===== config.mk =====
export PLATFORM = sky130hd
export DESIGN_NAME = sre_status_encoder
export DESIGN_NICKNAME = d
export VERILOG_FILES = /design/src/rtl/sre_pkg.sv /design/src/rtl/sre_hex_char.sv /design/src/rtl/sre_status_encoder.sv
export SDC_FILE = /design/constraint.sdc
export NUM_CORES = 1
export LEC_CHECK = 0
export ABC_AREA = 1
export BUFFER_PORTS_ARGS = -buffer_cell sky130_fd_sc_hd__buf_2
export CAP_MARGIN = 10
export CORE_MARGIN = 5
export CORE_UTILIZATION = 26
export DETAILED_ROUTE_END_ITERATION = 12
export PLACE_DENSITY_LB_ADDON = 0.3
export SLEW_MARGIN = 10
export SYNTH_ARGS = -nofsm -noshare
export SYNTH_HDL_FRONTEND = slang
export SYNTH_SLANG_ARGS = --single-unit

===== constraint.sdc =====
create_clock -name clock_i -period 3.54 [get_ports clock_i]
set_input_delay 0.177 -clock clock_i [delete_from_list [all_inputs] [get_ports clock_i]]
set_output_delay 0.177 -clock clock_i [all_outputs]
set_load 0.01 [all_outputs]

===== src/rtl/sre_pkg.sv =====
// Constants and types shared by the status response encoder
package sre_pkg;
    localparam int APB_AW = 12;
    localparam logic [11:0] OFF_CTRL = 12'h000;
    localparam logic [11:0] OFF_LIVE = 12'h004;
    localparam logic [11:0] OFF_INT_STATUS = 12'h008;
    localparam logic [11:0] OFF_INT_MASK = 12'h00c;
    localparam logic [11:0] OFF_LATCH = 12'h010;

    localparam int CTRL_EN = 0;
    localparam int CTRL_REQ_SYS = 1;
    localparam int CTRL_REQ_ILK = 2;
    localparam logic CTRL_EN_RESET = 1'b1;

    localparam int N_EV = 4;
    localparam int EV_ARC = 0;
    localparam int EV_TAKEOVER = 1;
    localparam int EV_ILLEGAL = 2;
    localparam int EV_DONE = 3;
    localparam logic [3:0] MASK_RESET = 4'h0;

    localparam int LIVE_ILK_LSB = 16;

    // Synchronised pin positions
    localparam int N_PINS = 22;
    localparam int P_ESTOP = 0;
    localparam int P_USER_OFF = 1;
    localparam int P_WATER = 2;
    localparam int P_VACUUM = 3;
    localparam int P_AUX = 4;
    localparam int P_KEY_OFF = 5;
    localparam int P_BUS_LOW = 6;
    localparam int P_BUS_HIGH = 7;
    localparam int P_SOFTSTART = 8;
    localparam int P_SETPT_SHUT = 9;
    localparam int P_HS_UNLINKED = 10;
    localparam int P_RAMP_PAUSED = 11;
    localparam int P_ARC = 12;
    localparam int P_RAMP_ACTIVE = 13;
    localparam int P_PLASMA = 14;
    localparam int P_SETPT_REACHED = 15;
    localparam int P_OUTPUT_ON = 16;
    localparam int P_ILK_OPEN = 17;
    localparam int P_RUN_OVER = 18;
    localparam int P_TARGET_LIMIT = 19;
    localparam int P_METHOD_LSB = 20;

    localparam logic [1:0] METHOD_POWER = 2'h2;
    localparam logic [1:0] METHOD_CURRENT = 2'h1;
    localparam logic [1:0] METHOD_VOLTAGE = 2'h3;

    localparam logic [7:0] CHAR_ZERO = 8'h30;
    localparam logic [7:0] CHAR_UPPER_A = 8'h41;
    localparam logic [7:0] CHAR_NINE = 8'h39;
    localparam logic [7:0] CHAR_UPPER_F = 8'h46;
    localparam logic [7:0] HEX_TEN = 8'h0a;
    localparam logic [7:0] CHAR_SYS = 8'h53;
    localparam logic [7:0] CHAR_ILK = 8'h4b;
    localparam logic [2:0] LAST_IDX = 3'h4;

    typedef enum logic [2:0] {
        SRE_IDLE = 3'b001,
        SRE_LOAD = 3'b010,
        SRE_SEND = 3'b100
    } sre_state_t;
endpackage : sre_pkg


===== src/rtl/sre_hex_char.sv =====
// Nibble to upper-case hexadecimal character
`timescale 1ns/1ps
module sre_hex_char (
    input wire logic [3:0] nibble_i,
    output logic [7:0] ascii_o
);
    always_comb begin
        if ({4'h0, nibble_i} < sre_pkg::HEX_TEN) begin
            ascii_o = sre_pkg::CHAR_ZERO + {4'h0, nibble_i};
        end else begin
            ascii_o = sre_pkg::CHAR_UPPER_A + {4'h0, nibble_i} - sre_pkg::HEX_TEN;
        end
    end
endmodule : sre_hex_char


===== src/rtl/sre_status_encoder.sv =====
// Status reply encoder: condition capture, reply sequencer, APB registers
//
// Behaviour
// System reply: four hex characters, then letter
// Interlock char two bit0: key switch off
// Interlock char three bit3: bus voltage low
// Interlock char three bit2: bus voltage high
// Interlock char four: softstart, shutdown, interlock summary
// System char one bits3-2: regulation method
// System char one bit1: ramp paused
// Arc latched until system reply answered
// System char two: ramp, plasma, reached, on
// System char three bit3: output turned on
// System char three bit2: interlock, takeover, runtime
// System char three: target limit, illegal command
// System char four: control ownership bits
// Nibble sent as hex character, upper case
// Interlock char one: estop, off, water, vacuum
// Not-applicable bits always zero
//
// The placing of the registers and the APB interface to the registers were decided locally.
`timescale 1ns/1ps
module sre_status_encoder (
    input wire logic clock_i,
    input wire logic sys_rst_i,
    input wire logic estop_i,
    input wire logic user_off_i,
    input wire logic water_unmet_i,
    input wire logic vacuum_unmet_i,
    input wire logic aux_unmet_i,
    input wire logic key_off_i,
    input wire logic bus_low_i,
    input wire logic bus_high_i,
    input wire logic softstart_fail_i,
    input wire logic setpoint_shutdown_i,
    input wire logic handshake_unlinked_i,
    input wire logic ramp_paused_i,
    input wire logic arc_i,
    input wire logic ramp_active_i,
    input wire logic plasma_i,
    input wire logic setpoint_reached_i,
    input wire logic output_on_i,
    input wire logic interlock_open_i,
    input wire logic run_time_over_i,
    input wire logic target_limit_i,
    input wire logic [1:0] reg_method_i,
    input wire logic host_remote_i,
    input wire logic user_setpoint_i,
    input wire logic user_ramp_i,
    input wire logic user_onoff_i,
    input wire logic system_status_request_i,
    input wire logic interlock_status_request_i,
    input wire logic host_takeover_command_i,
    input wire logic host_latch_clear_command_i,
    input wire logic illegal_command_i,
    input wire logic char_ready_i,
    output logic [7:0] char_o,
    output logic char_valid_o,
    input wire logic psel_i,
    input wire logic penable_i,
    input wire logic pwrite_i,
    input wire logic [11:0] paddr_i,
    input wire logic [31:0] pwdata_i,
    output logic [31:0] prdata_o,
    output logic pready_o,
    output logic pslverr_o,
    output logic irq_o
);
    logic [sre_pkg::N_PINS-1:0] pins_raw;
    logic [sre_pkg::N_PINS-1:0] pins_meta;
    logic [sre_pkg::N_PINS-1:0] pins_s;
    sre_pkg::sre_state_t state;
    logic [2:0] idx;
    logic [15:0] snap_word;
    logic snap_sys;
    logic arc_latch;
    logic arc_during;
    logic seen_on_latch;
    logic takeover_latch;
    logic illegal_latch;
    logic done_q;
    logic reply_en;
    logic sw_req_sys;
    logic sw_req_ilk;
    logic [sre_pkg::N_EV-1:0] int_status;
    logic [sre_pkg::N_EV-1:0] int_mask;
    logic [sre_pkg::N_EV-1:0] ev;
    logic [15:0] sys_word;
    logic [15:0] ilk_word;
    logic [3:0] cur_nibble;
    logic [7:0] hex_char;
    logic [7:0] next_char;
    logic hw_unmet;
    logic req_sys;
    logic req_ilk;
    logic accept;
    logic last_hs;
    logic apb_setup;
    logic apb_wr;
    logic mapped;
    logic [31:0] rd_mux;

    assign pins_raw = {reg_method_i, target_limit_i, run_time_over_i, interlock_open_i,
                       output_on_i, setpoint_reached_i, plasma_i, ramp_active_i, arc_i,
                       ramp_paused_i, handshake_unlinked_i, setpoint_shutdown_i,
                       softstart_fail_i, bus_high_i, bus_low_i, key_off_i, aux_unmet_i,
                       vacuum_unmet_i, water_unmet_i, user_off_i, estop_i};

    // Pins are asynchronous to the clock
    for (genvar g = 0; g < sre_pkg::N_PINS; g++) begin : g_sync
        always_ff @(posedge clock_i or posedge sys_rst_i) begin
            if (sys_rst_i) begin
                pins_meta[g] <= 1'b0;
                pins_s[g] <= 1'b0;
            end else begin
                pins_meta[g] <= pins_raw[g];
                pins_s[g] <= pins_meta[g];
            end
        end
    end

    assign hw_unmet = pins_s[sre_pkg::P_ESTOP] | pins_s[sre_pkg::P_WATER]
                    | pins_s[sre_pkg::P_VACUUM] | pins_s[sre_pkg::P_AUX];

    // Interlock reply nibbles, first character in the top bits
    assign ilk_word = {pins_s[sre_pkg::P_ESTOP], pins_s[sre_pkg::P_USER_OFF],
                       pins_s[sre_pkg::P_WATER], pins_s[sre_pkg::P_VACUUM],
                       pins_s[sre_pkg::P_AUX], 2'h0, pins_s[sre_pkg::P_KEY_OFF],
                       pins_s[sre_pkg::P_BUS_LOW], pins_s[sre_pkg::P_BUS_HIGH],
                       2'h0,
                       pins_s[sre_pkg::P_SOFTSTART], pins_s[sre_pkg::P_SETPT_SHUT], 1'b0,
                       hw_unmet | takeover_latch | pins_s[sre_pkg::P_HS_UNLINKED]
                       | pins_s[sre_pkg::P_BUS_LOW]};

    assign sys_word = {pins_s[sre_pkg::P_METHOD_LSB+1], pins_s[sre_pkg::P_METHOD_LSB],
                       pins_s[sre_pkg::P_RAMP_PAUSED], arc_latch,
                       pins_s[sre_pkg::P_RAMP_ACTIVE], pins_s[sre_pkg::P_PLASMA],
                       ~pins_s[sre_pkg::P_RAMP_ACTIVE] & pins_s[sre_pkg::P_SETPT_REACHED],
                       pins_s[sre_pkg::P_OUTPUT_ON],
                       seen_on_latch,
                       pins_s[sre_pkg::P_ILK_OPEN] | takeover_latch
                       | pins_s[sre_pkg::P_RUN_OVER],
                       pins_s[sre_pkg::P_TARGET_LIMIT], illegal_latch,
                       host_remote_i, user_setpoint_i, user_ramp_i, user_onoff_i};

    assign req_sys = system_status_request_i | sw_req_sys;
    assign req_ilk = interlock_status_request_i | sw_req_ilk;
    // Requests while a reply is under way are dropped, not queued
    assign accept = (state == sre_pkg::SRE_IDLE) & reply_en & (req_sys | req_ilk);
    assign last_hs = (state == sre_pkg::SRE_SEND) & char_ready_i & (idx == sre_pkg::LAST_IDX);

    always_comb begin
        unique case (idx)
            3'h0: cur_nibble = snap_word[15:12];
            3'h1: cur_nibble = snap_word[11:8];
            3'h2: cur_nibble = snap_word[7:4];
            3'h3: cur_nibble = snap_word[3:0];
            default: cur_nibble = 4'h0;
        endcase
    end

    sre_hex_char u_hex (
        .nibble_i(cur_nibble),
        .ascii_o(hex_char)
    );

    always_comb begin
        if (idx == sre_pkg::LAST_IDX) begin
            next_char = snap_sys ? sre_pkg::CHAR_SYS : sre_pkg::CHAR_ILK;
        end else begin
            next_char = hex_char;
        end
    end

    // Reply sequencer
    always_ff @(posedge clock_i or posedge sys_rst_i) begin
        if (sys_rst_i) begin
            state <= sre_pkg::SRE_IDLE;
            idx <= 3'h0;
            snap_word <= 16'h0000;
            snap_sys <= 1'b0;
            char_o <= 8'h00;
            char_valid_o <= 1'b0;
        end else begin
            unique case (state)
                sre_pkg::SRE_IDLE: begin
                    if (accept) begin
                        // System request wins when both arrive together
                        snap_sys <= req_sys;
                        snap_word <= req_sys ? sys_word : ilk_word;
                        idx <= 3'h0;
                        state <= sre_pkg::SRE_LOAD;
                    end
                end
                sre_pkg::SRE_LOAD: begin
                    char_o <= next_char;
                    char_valid_o <= 1'b1;
                    state <= sre_pkg::SRE_SEND;
                end
                sre_pkg::SRE_SEND: begin
                    if (char_ready_i) begin
                        char_valid_o <= 1'b0;
                        if (idx == sre_pkg::LAST_IDX) begin
                            state <= sre_pkg::SRE_IDLE;
                        end else begin
                            idx <= idx + 3'h1;
                            state <= sre_pkg::SRE_LOAD;
                        end
                    end
                end
            endcase
        end
    end

    always_ff @(posedge clock_i or posedge sys_rst_i) begin
        if (sys_rst_i) begin
            done_q <= 1'b0;
        end else begin
            done_q <= last_hs;
        end
    end

    // Arc latch; an arc after the snapshot survives the clear
    always_ff @(posedge clock_i or posedge sys_rst_i) begin
        if (sys_rst_i) begin
            arc_latch <= 1'b0;
            arc_during <= 1'b0;
        end else begin
            if (pins_s[sre_pkg::P_ARC]) begin
                arc_latch <= 1'b1;
            end else if (done_q & snap_sys & ~arc_during) begin
                arc_latch <= 1'b0;
            end
            if (accept) begin
                // An arc at the snapshot edge misses the reply, so keep it
                arc_during <= pins_s[sre_pkg::P_ARC];
            end else if (pins_s[sre_pkg::P_ARC]) begin
                arc_during <= 1'b1;
            end
        end
    end

    always_ff @(posedge clock_i or posedge sys_rst_i) begin
        if (sys_rst_i) begin
            seen_on_latch <= 1'b0;
            illegal_latch <= 1'b0;
        end else begin
            if (pins_s[sre_pkg::P_OUTPUT_ON]) begin
                seen_on_latch <= 1'b1;
            end else if (done_q & snap_sys) begin
                seen_on_latch <= 1'b0;
            end
            if (illegal_command_i) begin
                illegal_latch <= 1'b1;
            end else if (done_q & snap_sys) begin
                illegal_latch <= 1'b0;
            end
        end
    end

    always_ff @(posedge clock_i or posedge sys_rst_i) begin
        if (sys_rst_i) begin
            takeover_latch <= 1'b0;
        end else if (host_takeover_command_i) begin
            takeover_latch <= 1'b1;
        end else if (host_latch_clear_command_i) begin
            takeover_latch <= 1'b0;
        end
    end

    // APB slave, one wait-free access phase
    assign apb_setup = psel_i & ~penable_i;
    assign apb_wr = psel_i & penable_i & pready_o & pwrite_i;
    assign mapped = (paddr_i == sre_pkg::OFF_CTRL) | (paddr_i == sre_pkg::OFF_LIVE)
                  | (paddr_i == sre_pkg::OFF_INT_STATUS) | (paddr_i == sre_pkg::OFF_INT_MASK)
                  | (paddr_i == sre_pkg::OFF_LATCH);

    always_comb begin
        rd_mux = 32'h0000_0000;
        if (paddr_i == sre_pkg::OFF_CTRL) begin
            rd_mux[sre_pkg::CTRL_EN] = reply_en;
        end else if (paddr_i == sre_pkg::OFF_LIVE) begin
            rd_mux = {ilk_word, sys_word};
        end else if (paddr_i == sre_pkg::OFF_INT_STATUS) begin
            rd_mux[sre_pkg::N_EV-1:0] = int_status;
        end else if (paddr_i == sre_pkg::OFF_INT_MASK) begin
            rd_mux[sre_pkg::N_EV-1:0] = int_mask;
        end else if (paddr_i == sre_pkg::OFF_LATCH) begin
            rd_mux[3:0] = {seen_on_latch, illegal_latch, takeover_latch, arc_latch};
        end
    end

    always_ff @(posedge clock_i or posedge sys_rst_i) begin
        if (sys_rst_i) begin
            pready_o <= 1'b0;
            pslverr_o <= 1'b0;
            prdata_o <= 32'h0000_0000;
        end else begin
            pready_o <= apb_setup;
            pslverr_o <= apb_setup & ~mapped;
            prdata_o <= (apb_setup & ~pwrite_i) ? rd_mux : 32'h0000_0000;
        end
    end

    always_ff @(posedge clock_i or posedge sys_rst_i) begin
        if (sys_rst_i) begin
            reply_en <= sre_pkg::CTRL_EN_RESET;
            sw_req_sys <= 1'b0;
            sw_req_ilk <= 1'b0;
            int_mask <= sre_pkg::MASK_RESET;
        end else begin
            sw_req_sys <= apb_wr & (paddr_i == sre_pkg::OFF_CTRL) & pwdata_i[sre_pkg::CTRL_REQ_SYS];
            sw_req_ilk <= apb_wr & (paddr_i == sre_pkg::OFF_CTRL) & pwdata_i[sre_pkg::CTRL_REQ_ILK];
            if (apb_wr & (paddr_i == sre_pkg::OFF_CTRL)) begin
                reply_en <= pwdata_i[sre_pkg::CTRL_EN];
            end
            if (apb_wr & (paddr_i == sre_pkg::OFF_INT_MASK)) begin
                int_mask <= pwdata_i[sre_pkg::N_EV-1:0];
            end
        end
    end

    // Every sensed arc is an event, even while the reply latch is already set
    assign ev = {done_q, illegal_command_i, host_takeover_command_i,
                 pins_s[sre_pkg::P_ARC]};

    // Set beats a same-cycle write-one clear
    always_ff @(posedge clock_i or posedge sys_rst_i) begin
        if (sys_rst_i) begin
            int_status <= '0;
            irq_o <= 1'b0;
        end else begin
            if (apb_wr & (paddr_i == sre_pkg::OFF_INT_STATUS)) begin
                int_status <= (int_status & ~pwdata_i[sre_pkg::N_EV-1:0]) | ev;
            end else begin
                int_status <= int_status | ev;
            end
            irq_o <= |(int_status & int_mask);
        end
    end
endmodule : sre_status_encoder


==> out/results.txt <==
The cell sitting at the root of the clock tree is a sky130_fd_sc_hd__clkbuf_16. The violation count after the first detailed-route iteration was 224. The number of antenna diodes in the final layout is 0. The floorplan die height is 146 um. The distinct cell type count after synthesis is 42, and the fraction of the cycle the final worst path needs is 58.8%. Maximum number of pins on one net before global-route repair: 68. The number of endpoints with negative hold slack in the final report is 0, and the fraction of post-synthesis cell area in the top cell type by area is 62.3%. The net count of the finished layout is 681. The maximum fanout along the worst path works out to 20.

Sequential elements use 63.4% of the synthesized area. The routed layout has 3516 vias. The max-slew violation count is 0.

Number of synthesized flops with an enable pin: 0. After global routing the overflow that remains totals 0. The average instance in the mapped netlist occupies 10.4 sq um. Max-cap violations in this run came to 0. The number of global-route vias before repair was 3776. For this design the static power due to leakage is 3.35 nW.

The tools report the number of top-level design ports as 125. The count of nets left with antenna violations once routing finished came out at 0. Broken down by cell family, the worst path's largest delay share belongs to simple AND/OR/NAND/NOR gates.

Input and output buffers added on the ports amount to 90. Clock tree synthesis found a total of 122 sinks. Of all flip-flops after synthesis, the portion carrying an async set or reset was 100%.

TritonCTS built the clock tree. The worst setup path is of the reg2reg kind. The vias per cell came out at 4.21.

The congestion estimate from routability-driven global placement came to 0.827. Adding up every negative setup slack in the final design gives 0 ns. The routed wire length per instance is 13.7 um. The number of buffers added by the clock tree synthesis step is 17, and the placed wire-length estimate after detailed placement is 8.50 mm.

The number of gates resized after cts was 0. Data on the critical path is required at its endpoint by 3.84 ns. The cell area after technology mapping came out at 4820 sq um. The routed design has 11.5 mm of wire.

The time the worst path needs with I/O delays and setup works out to 2.08 ns. Setup repair after global routing left no endpoint under its margin. In this run the deepest clock path goes through 2 buffers.

For this run, the number of Yosys warnings is 0. The areal power density over the cells was 588 nW/um^2; the flip-flop and latch count after synthesis was 122. Compared with the post-synthesis result, the final layout area differs by 33.1%. Initial standard-cell utilization of the core: 26.6%.

Synthesis produced a netlist whose cell count is 462. Dominant register cell in the synthesized netlist: sky130_fd_sc_hd__dfrtp_1. The register clock-pin slew on the reported worst setup and hold paths was 0.06 ns.

The worst setup path is launched from a flop. Row generation in the floorplan step produced 49 rows. The fraction of final layout cells with drive strength greater than 1 was 27.0%.

The largest individual stage delay along the critical path comes from the cell sky130_fd_sc_hd__dfstp_2. On the final layout, the worst clock skew is 0.00658 ns. For the achievable clock frequency, the log shows 0.480 GHz.

The commonest cells after synthesis are sky130_fd_sc_hd__dfrtp_1, sky130_fd_sc_hd__nand2_1, sky130_fd_sc_hd__inv_1. The H-tree depth reported by CTS was 4; the die footprint was 21300 sq um. The number of failing setup endpoints in the final timing report was 0. The highest cell delay on the worst timing path came out at 0.57 ns.

The critical path goes through nand3_1 > inv_1 > nand3_1 > inv_1 > nor2_1 > nand2_1 > nand2_1. The first global-routing pass estimated 19.3 mm of wire. Counting both buffers and inverters, the worst setup path holds a total of 2. Headroom to the max-slew limit: 45.3%.

Along the worst hold path, the cell count comes to 3. Counting buffers and inverters, the worst setup path is 7 cells deep. The number of detailed-route iterations in the first pass was 5. The number of cells on the worst reg-to-reg path is 7. For the largest voltage drop on the vdd net, the log shows 0.340 mV. The critical path endpoint category was a flop.

At the placement stage, the worst setup path has a slack of 1.47 ns. The core region is 18100 sq um. The run finished with clean final reports. At the later pin of the worst-skew pair, clock insertion delay measures 0.41 ns. The most frequently used cell type in the post-synthesis netlist is sky130_fd_sc_hd__dfrtp_1. The run gives 2.38 ns as the signal arrival time at the worst endpoint. The tightest min-delay check is of the in2reg type.

At the pin with the least slew margin, the transition time is 0.821 ns. The biggest area contributor in the post-synthesis netlist is sky130_fd_sc_hd__dfrtp_1. For the number of design rule violations left after detail routing, the log shows 0. The post-route worst setup slack came out at 1.46 ns.

The number of antenna violations at the first check in global routing was 0; the final-layout fill cell count was 1811. Sorting the synthesized cells by area gives the leading types as sky130_fd_sc_hd__dfrtp_1, sky130_fd_sc_hd__nand2_1, sky130_fd_sc_hd__inv_1, sky130_fd_sc_hd__nor2_1, sky130_fd_sc_hd__nand3_1. The die is 146 um wide.

For this run, the total global-route usage over all layers was measured as 11.4%.
sequential cells by signal (all words and copies together) (netlist names), 3 cells and up:
signal	count
ilk_word	10
pins_meta	22
snap_word	16
state	3
char_o	7
pins_s	11
idx	3
prdata_o	27
int_mask	4
int_status	4
worst min-delay path: stages:
cell	delay, ns
sky130_fd_sc_hd__buf_2	0.09
sky130_fd_sc_hd__inv_1	0.08
sky130_fd_sc_hd__o21ai_0	0.09
worst paths after layout:
check                      slack [ns]         start            end
min in group asynchronous        0.48     sys_rst_i  pins_meta[14]
max                              1.46      state[0]         idx[2]
min reg2reg                      0.34  pins_meta[5]    ilk_word[8]
max in group asynchronous        2.28     sys_rst_i   snap_word[7]
max reg2reg                      1.46      state[0]         idx[2]
min                              0.05   pwdata_i[0]       reply_en
layout by cell type, fill, tap and decap left out, types with 4 or more instances in the layout:
master and count:
sky130_fd_sc_hd__buf_2 90, sky130_fd_sc_hd__nor2_1 52, sky130_fd_sc_hd__conb_1 6, sky130_fd_sc_hd__inv_1 52
sky130_fd_sc_hd__inv_2 7, sky130_fd_sc_hd__o21ai_1 4, sky130_fd_sc_hd__nand4_1 4, sky130_fd_sc_hd__clkbuf_16 17
sky130_fd_sc_hd__ha_1 6, sky130_fd_sc_hd__o21ai_0 26, sky130_fd_sc_hd__a21oi_1 5, sky130_fd_sc_hd__clkinv_4 5
sky130_fd_sc_hd__nand2_1 89, sky130_fd_sc_hd__dfrtp_1 120, sky130_fd_sc_hd__dlygate4sd3_1 30, sky130_fd_sc_hd__a22o_1 5
sky130_fd_sc_hd__nor3b_2 5, sky130_fd_sc_hd__nand3_1 26, sky130_fd_sc_hd__a31oi_1 9, sky130_fd_sc_hd__nor3_2 7
cell families after synthesis:
family | synth area share (%)
and+or+nand+nor | 20.7
DFF | 63.4
buffers and inverters | 6.88
AOI/OAI and AO/OA | 7.14
adders and majority gates | 1.56
xor gates and xnor gates | 0.182
other | 0.0778
power breakdown:
group          internal (W)  switching (W)
combinational      0.000180       0.000305
clock               0.00110       0.000633
sequential          0.00149      0.0000597
total               0.00277       0.000998
per-stage QoR:
step | area, sq um | instances | util [%] | hold WS, ns | power [W]
global placement | 5500 | 774 | 30.4 | 0.287 | 0.00203
global route | 6410 | 836 | 35.4 | 0.0532 | 0.00396
CTS | 6410 | 836 | 35.4 | 0.0262 | 0.00382
detailed placement | 5500 | 774 | 30.4 | 0.286 | 0.00204
finish | 6410 | 836 | 35.4 | 0.0523 | 0.00377
floorplan | 4840 | 467 | - | 0.208 | 0.00188
routing by layer:
metal / share of wire (%) / global-route usage (%)
met1: 45 / 14.7
met2: 49 / 18.4
met3: 5.0 / 3.50
met4: 1.2 / 4.00
met5: 0 / 0
area by class of cell:
type                    instances  area [sq um]  share of cell area [%]
clock buffers                  20           467                    7.28
clock inverters                12           140                    2.19
inverters                      60           228                    3.55
multi-input cells             270          1450                    22.6
flip-flops and latches        122          3060                    47.7
well taps                     229           287                    4.47
repair buffers                123           786                    12.3
timing repair:
action | CTS | global route
hold endpoints to repair | 93 | 0
buffers inserted | 0 | 0
hold buffers | 30 | 0
No activity file was read; power rests on OpenSTA's default activity.
